[src/boot_prog_pkg.sv]
// constants and types shared by both ends of the self-programming link
package boot_prog_pkg;
   // -----------------------------------------------------------------
   // control/status register
   // -----------------------------------------------------------------
   localparam logic [7:0] CSR_OFFSET     = 8'h68;
   localparam logic [7:0] CSR_RESET      = 8'h00;
   localparam int         BIT_IRQ_EN     = 7;
   localparam int         BIT_RWW_BUSY   = 6;
   localparam int         BIT_REENABLE   = 4;
   localparam int         BIT_LOCK_SET   = 3;
   localparam int         BIT_PAGE_WRITE = 2;
   localparam int         BIT_PAGE_ERASE = 1;
   localparam int         BIT_PROG_EN    = 0;
   localparam logic [4:0] CMD_REENABLE   = 5'h11;
   localparam logic [4:0] CMD_LOCK_SET   = 5'h09;
   localparam logic [4:0] CMD_PAGE_WRITE = 5'h05;
   localparam logic [4:0] CMD_PAGE_ERASE = 5'h03;
   localparam logic [4:0] CMD_FILL       = 5'h01;
   // -----------------------------------------------------------------
   // flash geometry
   // -----------------------------------------------------------------
   localparam int         PAGE_W         = 9;
   localparam int         WORD_W         = 7;
   localparam int         PAGE_WORDS     = 128;
   localparam logic [8:0] RWW_PAGES      = 9'h1E0;
   localparam logic [15:0] BOOT_START_512  = 16'hFE00;
   localparam logic [15:0] BOOT_START_1024 = 16'hFC00;
   localparam logic [15:0] BOOT_START_2048 = 16'hF800;
   localparam logic [15:0] BOOT_START_4096 = 16'hF000;
   localparam logic [1:0] SEL_FUSE_LOW   = 2'h0;
   localparam logic [1:0] SEL_LOCK       = 2'h1;
   localparam logic [1:0] SEL_FUSE_EXT   = 2'h2;
   localparam logic [1:0] SEL_FUSE_HIGH  = 2'h3;
   localparam logic [7:0] LOCK_RESET     = 8'hFF;
   localparam logic [7:0] LOCK_WR_MASK   = 8'hC0;
   localparam logic [15:0] ERASED_WORD   = 16'hFFFF;
   // -----------------------------------------------------------------
   // timing
   // -----------------------------------------------------------------
   localparam int         CLK_PERIOD_PS  = 4000;
   localparam longint     PROG_TIME_MIN_PS = 64'd3700000000;
   localparam longint     PROG_TIME_MAX_PS = 64'd4500000000;
   localparam int         PROG_CYCLES_MIN  =
      int'((PROG_TIME_MIN_PS + CLK_PERIOD_PS - 1) / CLK_PERIOD_PS);
   localparam int         PROG_CYCLES_MAX  = int'(PROG_TIME_MAX_PS / CLK_PERIOD_PS);
   localparam int         OP_CNT_W       = 20;
   localparam logic [2:0] STORE_WIN      = 3'h4;
   localparam logic [2:0] LOAD_WIN       = 3'h3;
   // -----------------------------------------------------------------
   // sequencer states
   // -----------------------------------------------------------------
   typedef enum logic [2:0] {
      ST_IDLE  = 3'b001,
      ST_ARMED = 3'b010,
      ST_BUSY  = 3'b100
   } seq_state_t;
   // -----------------------------------------------------------------
   // software port of the core end
   // -----------------------------------------------------------------
   localparam logic [7:0] SW_CSR         = 8'h00;
   localparam logic [7:0] SW_POINTER     = 8'h04;
   localparam logic [7:0] SW_EXT_POINTER = 8'h08;
   localparam logic [7:0] SW_DATA        = 8'h0C;
   localparam logic [7:0] SW_ISSUE       = 8'h10;
   localparam logic [7:0] SW_LOAD_RESULT = 8'h14;
   localparam logic [7:0] SW_CORE_CTRL   = 8'h18;
   localparam logic [7:0] SW_STATUS      = 8'h1C;
endpackage : boot_prog_pkg

[src/boot_prog_if.sv]
// link between the processor core and the self-programming controller
`timescale 1ns/1ps
interface boot_prog_if;
   logic        csr_wr;
   logic [7:0]  csr_wdata;
   logic [7:0]  csr_rdata;
   logic        spm;
   logic        lpm;
   logic [16:0] pointer;
   logic [15:0] store_data;
   logic        global_irq;
   logic        load_hit;
   logic [7:0]  load_data;
   logic        halt;
   logic        ready_irq;

   modport dev (
      input  csr_wr, csr_wdata, spm, lpm, pointer, store_data, global_irq,
      output csr_rdata, load_hit, load_data, halt, ready_irq
   );
   modport core (
      output csr_wr, csr_wdata, spm, lpm, pointer, store_data, global_irq,
      input  csr_rdata, load_hit, load_data, halt, ready_irq
   );
endinterface : boot_prog_if

[src/boot_prog_ctrl.sv]
// self-programming controller: the flash end of the link
`timescale 1ns/1ps
module boot_prog_ctrl
   import boot_prog_pkg::*;
#(
   parameter int unsigned PROG_CYCLES = PROG_CYCLES_MIN
)(
   input  wire logic         clk_in,
   input  wire logic         rst_in,
   input  wire logic [1:0]   boot_size_in,
   input  wire logic [7:0]   fuse_low_in,
   input  wire logic [7:0]   fuse_high_in,
   input  wire logic [7:0]   fuse_ext_in,
   input  wire logic [6:0]   buf_idx_in,
   output logic [15:0]       boot_start_out,
   output logic              rww_read_enable_out,
   output logic              flash_erase_out,
   output logic              flash_write_out,
   output logic [8:0]        flash_page_out,
   output logic [15:0]       buf_word_out,
   output logic [7:0]        lock_bits_out,
   boot_prog_if.dev          link
);
   // -----------------------------------------------------------------
   // command decode
   // -----------------------------------------------------------------
   seq_state_t            state_r;
   logic [4:0]            cmd_r;
   logic [2:0]            win_r;
   logic [OP_CNT_W-1:0]   op_cnt_r;
   logic                  irq_en_r;
   logic                  rww_busy_r;
   logic                  halt_r;
   logic                  loading_r;
   logic [7:0]            lock_r;
   logic                  load_hit_r;
   logic [7:0]            load_data_r;
   logic [8:0]            page_r;
   logic                  erase_r;
   logic                  write_r;
   logic [15:0]           boot_start_r;
   logic [15:0]           buf_word_r;
   logic [15:0]           buf_r [PAGE_WORDS];
   logic                  cmd_ok;
   logic                  exec;
   logic                  do_fill;
   logic                  do_prog;
   logic                  do_lock;
   logic                  do_reen;
   logic                  do_load;
   logic                  abort;
   logic                  page_rww;
   logic [8:0]            z_page;
   logic [6:0]            z_word;

   assign z_page   = link.pointer[16:8];
   assign z_word   = link.pointer[7:1];
   assign page_rww = (z_page < RWW_PAGES);
   assign cmd_ok   = (link.csr_wdata[4:0] == CMD_REENABLE)
                  || (link.csr_wdata[4:0] == CMD_LOCK_SET)
                  || (link.csr_wdata[4:0] == CMD_PAGE_WRITE)
                  || (link.csr_wdata[4:0] == CMD_PAGE_ERASE)
                  || (link.csr_wdata[4:0] == CMD_FILL);
   // a store counts only while a command is armed and its window is open
   assign exec    = (state_r == ST_ARMED) && link.spm && (win_r != 3'h0);
   assign do_fill = exec && (cmd_r == CMD_FILL);
   assign do_prog = exec && ((cmd_r == CMD_PAGE_WRITE)
                         || (cmd_r == CMD_PAGE_ERASE));
   assign do_lock = exec && (cmd_r == CMD_LOCK_SET);
   assign do_reen = exec && (cmd_r == CMD_REENABLE);
   // the load window is one cycle shorter than the store window
   assign do_load = (state_r == ST_ARMED) && link.lpm && (cmd_r == CMD_LOCK_SET)
                 && (win_r > (STORE_WIN - LOAD_WIN));
   assign abort   = link.csr_wr && link.csr_wdata[BIT_REENABLE] && loading_r;

   // -----------------------------------------------------------------
   // sequencer
   // -----------------------------------------------------------------
   always_ff @(posedge clk_in) begin
      if (rst_in) begin
         state_r  <= ST_IDLE;
         cmd_r    <= CSR_RESET[4:0];
         win_r    <= 3'h0;
         op_cnt_r <= '0;
      end else begin
         case (state_r)
            ST_IDLE: begin
               if (link.csr_wr && cmd_ok) begin
                  cmd_r   <= link.csr_wdata[4:0];
                  win_r   <= STORE_WIN;
                  state_r <= ST_ARMED;
               end
            end
            ST_ARMED: begin
               if (do_prog || do_lock) begin
                  // enable stays set for the whole timed operation
                  op_cnt_r <= OP_CNT_W'(PROG_CYCLES - 1);
                  state_r  <= ST_BUSY;
               end else if (exec || do_load || (win_r == 3'h1)) begin
                  cmd_r   <= CSR_RESET[4:0];
                  win_r   <= 3'h0;
                  state_r <= ST_IDLE;
               end else begin
                  win_r <= win_r - 3'h1;
               end
            end
            ST_BUSY: begin
               if (op_cnt_r == '0) begin
                  cmd_r   <= CSR_RESET[4:0];
                  win_r   <= 3'h0;
                  state_r <= ST_IDLE;
               end else begin
                  op_cnt_r <= op_cnt_r - 1'b1;
               end
            end
            default: begin
               cmd_r   <= CSR_RESET[4:0];
               win_r   <= 3'h0;
               state_r <= ST_IDLE;
            end
         endcase
      end
   end

   // -----------------------------------------------------------------
   // status bits
   // -----------------------------------------------------------------
   always_ff @(posedge clk_in) begin
      if (rst_in) begin
         irq_en_r <= 1'b0;
      end else if (link.csr_wr) begin
         irq_en_r <= link.csr_wdata[BIT_IRQ_EN];
      end
   end

   // reenable only arms while idle, so it never meets a running program
   always_ff @(posedge clk_in) begin
      if (rst_in) begin
         rww_busy_r <= 1'b0;
      end else if (do_prog && page_rww) begin
         rww_busy_r <= 1'b1;
      end else if (do_reen || do_fill) begin
         rww_busy_r <= 1'b0;
      end
   end

   always_ff @(posedge clk_in) begin
      if (rst_in) begin
         halt_r <= 1'b0;
      end else if (do_prog && !page_rww) begin
         halt_r <= 1'b1;
      end else if ((state_r == ST_BUSY) && (op_cnt_r == '0)) begin
         halt_r <= 1'b0;
      end
   end

   // -----------------------------------------------------------------
   // page buffer
   // -----------------------------------------------------------------
   always_ff @(posedge clk_in) begin
      if (rst_in) begin
         loading_r <= 1'b0;
      end else if (abort || (do_prog && (cmd_r == CMD_PAGE_WRITE))) begin
         loading_r <= 1'b0;
      end else if (do_fill) begin
         loading_r <= 1'b1;
      end
   end

   generate
      for (genvar i = 0; i < PAGE_WORDS; i++) begin : g_buf
         always_ff @(posedge clk_in) begin
            if (rst_in || abort) begin
               buf_r[i] <= ERASED_WORD;
            end else if (do_fill && (z_word == WORD_W'(i))) begin
               buf_r[i] <= link.store_data;
            end
         end
      end
   endgenerate

   always_ff @(posedge clk_in) begin
      if (rst_in) begin
         buf_word_r <= ERASED_WORD;
      end else begin
         buf_word_r <= buf_r[buf_idx_in];
      end
   end

   // -----------------------------------------------------------------
   // flash strobes, lock bits and readback
   // -----------------------------------------------------------------
   always_ff @(posedge clk_in) begin
      if (rst_in) begin
         erase_r <= 1'b0;
         write_r <= 1'b0;
         page_r  <= '0;
      end else begin
         erase_r <= do_prog && (cmd_r == CMD_PAGE_ERASE);
         write_r <= do_prog && (cmd_r == CMD_PAGE_WRITE);
         if (do_prog) begin
            page_r <= z_page;
         end
      end
   end

   // programming can only clear bits; the two top bits are not lock bits
   always_ff @(posedge clk_in) begin
      if (rst_in) begin
         lock_r <= LOCK_RESET;
      end else if (do_lock) begin
         lock_r <= lock_r & (link.store_data[7:0] | LOCK_WR_MASK);
      end
   end

   always_ff @(posedge clk_in) begin
      if (rst_in) begin
         load_hit_r  <= 1'b0;
         load_data_r <= 8'h00;
      end else begin
         load_hit_r <= do_load;
         case (link.pointer[1:0])
            SEL_LOCK:      load_data_r <= lock_r;
            SEL_FUSE_LOW:  load_data_r <= fuse_low_in;
            SEL_FUSE_HIGH: load_data_r <= fuse_high_in;
            default:       load_data_r <= fuse_ext_in;
         endcase
      end
   end

   always_ff @(posedge clk_in) begin
      if (rst_in) begin
         boot_start_r <= BOOT_START_512;
      end else begin
         case (boot_size_in)
            2'h3:    boot_start_r <= BOOT_START_512;
            2'h2:    boot_start_r <= BOOT_START_1024;
            2'h1:    boot_start_r <= BOOT_START_2048;
            default: boot_start_r <= BOOT_START_4096;
         endcase
      end
   end

   // -----------------------------------------------------------------
   // outputs
   // -----------------------------------------------------------------
   assign link.csr_rdata = {irq_en_r, rww_busy_r, 1'b0, cmd_r[4:1], state_r != ST_IDLE};
   assign link.ready_irq = irq_en_r && link.global_irq && (state_r == ST_IDLE);
   assign link.halt      = halt_r;
   assign link.load_hit  = load_hit_r;
   assign link.load_data = load_data_r;
   assign rww_read_enable_out = !rww_busy_r;
   assign flash_erase_out     = erase_r;
   assign flash_write_out     = write_r;
   assign flash_page_out      = page_r;
   assign buf_word_out        = buf_word_r;
   assign lock_bits_out       = lock_r;
   assign boot_start_out      = boot_start_r;
endmodule : boot_prog_ctrl

[src/flat_wrapper.sv]
// flat-port wrapper written by rule: the top's interface ports become plain ports
module boot_prog_ctrl_flat import boot_prog_pkg::*;
#(
   parameter int unsigned PROG_CYCLES = PROG_CYCLES_MIN
)
  (clk_in, rst_in, boot_size_in, fuse_low_in, fuse_high_in, fuse_ext_in, buf_idx_in, boot_start_out, rww_read_enable_out, flash_erase_out, flash_write_out, flash_page_out, buf_word_out, lock_bits_out, link_csr_wr, link_csr_wdata, link_spm, link_lpm, link_pointer, link_store_data, link_global_irq, link_csr_rdata, link_load_hit, link_load_data, link_halt, link_ready_irq);
  boot_prog_if link_i ();
  input  wire logic clk_in;
  input  wire logic rst_in;
  input  wire logic [1:0] boot_size_in;
  input  wire logic [7:0] fuse_low_in;
  input  wire logic [7:0] fuse_high_in;
  input  wire logic [7:0] fuse_ext_in;
  input  wire logic [6:0] buf_idx_in;
  output logic [15:0] boot_start_out;
  output logic rww_read_enable_out;
  output logic flash_erase_out;
  output logic flash_write_out;
  output logic [8:0] flash_page_out;
  output logic [15:0] buf_word_out;
  output logic [7:0] lock_bits_out;
  input wire logic [$bits(link_i.csr_wr)-1:0] link_csr_wr;
  input wire logic [$bits(link_i.csr_wdata)-1:0] link_csr_wdata;
  input wire logic [$bits(link_i.spm)-1:0] link_spm;
  input wire logic [$bits(link_i.lpm)-1:0] link_lpm;
  input wire logic [$bits(link_i.pointer)-1:0] link_pointer;
  input wire logic [$bits(link_i.store_data)-1:0] link_store_data;
  input wire logic [$bits(link_i.global_irq)-1:0] link_global_irq;
  output wire logic [$bits(link_i.csr_rdata)-1:0] link_csr_rdata;
  output wire logic [$bits(link_i.load_hit)-1:0] link_load_hit;
  output wire logic [$bits(link_i.load_data)-1:0] link_load_data;
  output wire logic [$bits(link_i.halt)-1:0] link_halt;
  output wire logic [$bits(link_i.ready_irq)-1:0] link_ready_irq;
  assign link_i.csr_wr = link_csr_wr;
  assign link_i.csr_wdata = link_csr_wdata;
  assign link_i.spm = link_spm;
  assign link_i.lpm = link_lpm;
  assign link_i.pointer = link_pointer;
  assign link_i.store_data = link_store_data;
  assign link_i.global_irq = link_global_irq;
  assign link_csr_rdata = link_i.csr_rdata;
  assign link_load_hit = link_i.load_hit;
  assign link_load_data = link_i.load_data;
  assign link_halt = link_i.halt;
  assign link_ready_irq = link_i.ready_irq;
  boot_prog_ctrl #(.PROG_CYCLES(PROG_CYCLES)) u_core (.clk_in(clk_in), .rst_in(rst_in), .boot_size_in(boot_size_in), .fuse_low_in(fuse_low_in), .fuse_high_in(fuse_high_in), .fuse_ext_in(fuse_ext_in), .buf_idx_in(buf_idx_in), .boot_start_out(boot_start_out), .rww_read_enable_out(rww_read_enable_out), .flash_erase_out(flash_erase_out), .flash_write_out(flash_write_out), .flash_page_out(flash_page_out), .buf_word_out(buf_word_out), .lock_bits_out(lock_bits_out), .link(link_i));
endmodule
[config.mk]
export PLATFORM = sky130hd
export DESIGN_NAME = boot_prog_ctrl_flat
export DESIGN_NICKNAME = d
export VERILOG_FILES = /design/src/boot_prog_pkg.sv /design/src/boot_prog_if.sv /design/src/boot_prog_ctrl.sv /design/src/flat_wrapper.sv
export SDC_FILE = /design/constraint.sdc
export NUM_CORES = 2
export LEC_CHECK = 0
export BUFFER_PORTS_ARGS = -buffer_cell sky130_fd_sc_hd__buf_4
export CAP_MARGIN = 10
export CORE_AREA = 2 2 478 835
export DETAILED_ROUTE_END_ITERATION = 10
export DIE_AREA = 0 0 480 837
export PLACE_DENSITY = 0.4
export SLEW_MARGIN = 20
export SYNTH_ARGS = -nofsm -noshare
export SYNTH_HDL_FRONTEND = slang
export SYNTH_SLANG_ARGS = --single-unit
[constraint.sdc]
create_clock -name clk_in -period 10.15 [get_ports clk_in]
set_input_delay 1.015 -clock clk_in [delete_from_list [all_inputs] [get_ports clk_in]]
set_output_delay 1.015 -clock clk_in [all_outputs]
set_load 0.02 [all_outputs]
==> impl_results.md <==
* Setup bufs post-CTS at 0
* Longest Clk Path Bufs at 4
* Logic pwr share at 6.3%
* Switching part of the total at 24.51%
* Internal power at 13,910 uW
* Pwr Total at between 15,000 and 20,000 uW
* DRC violations left at 0
* FF-to-FF setup slack at approximately 5400 ps
* Crit path buffers/inverters at 3
* Fin crit period at 4757 ps
* Row cnt at just over 300
* Setup crit end kind: flip-flop
* Clk network pwr share at 41.5%
* Final period util at 46.87%
* Starting Density at 24.92%
* CP delay by family, top: simple AND/OR/NAND/NOR gates
* Synth Warn # at 0
* Vias in the first global route at 62,210
* Final WL at 391,500 um
* DR vias at 60,500
* Io pins at 151
* Final Net Count at 6,478
* Die H at 837 um
* Unrepaired setup endpoints after global routing: false
* CP dominant cell by count: buf_4
* Number of cells on the critical path at 8
* # Max-Cap Violations at 0
* Hold crit path type: input port to flip-flop
* Status: finished, final reports clean
* Worst setup endpoint: u_core.buf_r[43][8]
* Clk Latency, worst-skew pair at 910 ps
* Largest net degree at the start of global routing at 141
* Routed Antenna Nets at 0
* Asr flop ratio synth at 0%
* Crit path DAT at 5340 ps
* Initial antenna violation count at 32
* Fin area at 111,400 um^2
* Psw at 4517 uW
* Post-CTS sizing at 0
* Avg Vias per Cell at 5.135
* Number of flops mapped to enable cells by yosys at about 2,000
* Peak Freq at 210.2 MHz
* Slowest-stage cell, CP: o21ai_2
* Pleak at ~0.026 uW
* Fin Setup TNS at 0 ps
* CTS root buf: clkbuf_16
* CP peak stage delay at 670 ps
* Synth top area share at between 60% and 70%
* Post-DP Area at 105,000 um^2
* Reg power frac at 52.1%
* Number of DRC markers in iteration 0 at 5,324
* Critical path type: flip-flop to flip-flop
* Crit-path max FO at 42
* Largest area contributor in the netlist: edfxtp_1
* Core Footprint at approximately 400,000 um^2
* Cts hold-fix bufs at 0
* Critical Path Source Type: flip-flop
* Dominant cells by area after synthesis: edfxtp_1 63%, or3_1 13%, mux4_2 11%, clkbuf_1 2.9%, mux2i_1 1.9%
* Clk sinks at 2,128
* Mean Syn Cell Area at 14.68 um^2
* Yosys cell types at 82
* Slew @ Worst Pin at 1282 ps
* CP required at 10,730 ps
* R2r startpoint: u_core.cmd_r[1]
* TritonRoute pass-1 iters at 5
* Die Area at 401,800 um^2
* First-pass GRT wire length at between 500,000 and 600,000 um
* Chip width at around 480 um
* H-Tree Level Count at 4
* Syn-to-layout area delta at 13.28%
* Layout cells sized above 1 at between 20% and 30%
* Synth cell count leaders: 2,056 x or3_1, 2,048 x edfxtp_1, 747 x clkbuf_1
* Worst reg2reg path depth at 8
* CTS tree: built
* Cts bufs inserted at 206
* GRT overflow at 0
* Total Routing Usage GR at 19.04%
* Post-Synthesis Cells at 6,696
* Post-DP HPWL at 237,400 um
* Slew headroom at 12.10%
* Crit path cell chain: nor4b_4, nand2_1, nor2_1, nand2_4, buf_4, buf_4, o21ai_2, buf_4
* Pwr dens at 165.5 nW/um^2
* Wire length per cell at 33.23 um
* RR Endpoint: u_core.buf_r[43][8]
* Most common cell in the netlist: or3_1
* Worst Clk Skew at 63.43 ps
* Clock-pin slew on the worst setup and hold paths at 70 ps
* Critical Path Source: u_core.cmd_r[1]
* Port bufs at 132
* Final Hold Viols at 0
* Main synth FF type: edfxtp_1
* Part of the Yosys area used for sequential elements at roughly 64%
* VDD IR max at 0.0001202 V
* Setup-failing EPs final at 0
* Seq cells post-synth at 2,128
* Max-slew violations at 0
* Routability congestion estimate at 0.8254
* Mapped cell area at 98,320 um^2
worst register-to-register path, delay by kind of cell, from the launching register on:
kind,cells,cell delay [ps]
DFF,1,440
AOI/OAI and AO/OA,1,690
buffers and inverters,3,1500
and+or+nand+nor,4,1820
flip-flops by register name, summed over array words and instances (netlist names), 5 cells and up:
signal,count
u_core.buf_r,2048
u_core.buf_word_out,16
u_core.cmd_r,5
u_core.flash_page_out,9
u_core.link.load_data,8
u_core.lock_bits_out,6
u_core.op_cnt_r,20
worst min-delay path by stage:
stage          slack, ps                        end  depth (start not counted)                     from
4_1_cts              260  u_core.boot_start_out[11]                          2          boot_size_in[0]
2_1_floorplan        460            u_core.cmd_r[0]                          2          u_core.cmd_r[0]
6_report             320  u_core.boot_start_out[11]                          2          boot_size_in[0]
3_5_place_dp         470    u_core.lock_bits_out[2]                          2  u_core.lock_bits_out[2]
5_1_grt              300  u_core.boot_start_out[11]                          2          boot_size_in[0]
3_3_place_gp         470    u_core.lock_bits_out[2]                          2  u_core.lock_bits_out[2]
cell usage in the layout, fill, tap and decap left out, drive strengths merged, types with 6 or more instances in the layout:
cell      instances
nor4             15
xor2              8
o22ai            23
nand3b            7
a31oi            11
nor2b            43
clkinvlp          6
or2              11
a21oi            63
diode            21
nand2b           21
conb             16
nand3            38
a22oi            83
mux2             23
buf             398
o311ai            6
mux4            478
a2111oi          11
dfxtp            80
o21ai           162
clkbuf          257
a211oi           42
or3            2056
xnor2             9
a221oi           11
nand2           107
and2             18
nor2             66
o2111ai          11
nand4            13
bufinv           11
inv              15
nor3b            10
clkinv           81
edfxtp         2048
nor3             20
o211ai           14
mux2i           182
cell families (layout without fill, tap and decap cells):
logic type,after synthesis,count (layout),share of synthesized area (%)
AND/OR/NAND/NOR,2443,2443,15.19
flip-flops,2128,2128,64.18
buffers and inverters,935,768,4.140
multiplexers,683,683,13.07
AO/OA/AOI/OAI,482,482,3.196
XOR/XNOR,17,17,0.1514
adder cells (fa/ha/maj),6,6,0.07381
other,2,37,0.007638
stage by stage:
| step | setup slack [ps] | hold WS [ps] | util [%] | instances |
|---|---|---|---|---|
| 2_1_floorplan | 6555 | 463.6 | - | 6710 |
| 3_3_place_gp | 4646 | 466.1 | 26.58 | 11400 |
| 3_5_place_dp | 4658 | 470.9 | 26.62 | 11400 |
| 4_1_cts | 5287 | 257.1 | 28.20 | 11760 |
| 5_1_grt | 5221 | 302.9 | 28.21 | 11770 |
| 6_report | 5393 | 324.7 | 28.22 | 11780 |
cell type report:
type                    count  area (um^2)
well taps                5219         6530
inverters                  12        45.04
multi-input cells        3647        32120
clock inverters           101        758.2
repair buffers            398         3293
fillers                 39680       283200
clock buffers             257         5473
flip-flops and latches   2128        63100
diodes                     21        52.55
power by group through the flow:
stage                     Combinational [uW]  Sequential [uW]  Clock [uW]
after CTS                               1190             9610        7840
after detailed placement                1190             9800           0
after global placement                  1180             9800           0
final                                   1170             9610        7650
after floorplan                          579             9810           0
after global routing                    1210             9600        8090
layer usage:
layer / track usage [%] / wire, um / up-vias / share of wire (%)
met5: 0 / 42 / - / 0.011
met4: 9.955 / 23360 / 6 / 6.0
met3: 1.904 / 16960 / 542 / 4.3
met2: 34.85 / 206400 / 1945 / 53
met1: 21.73 / 144700 / 32380 / 37
li1: - / - / 25630 / -
No activity file was read; power rests on OpenSTA's default activity.
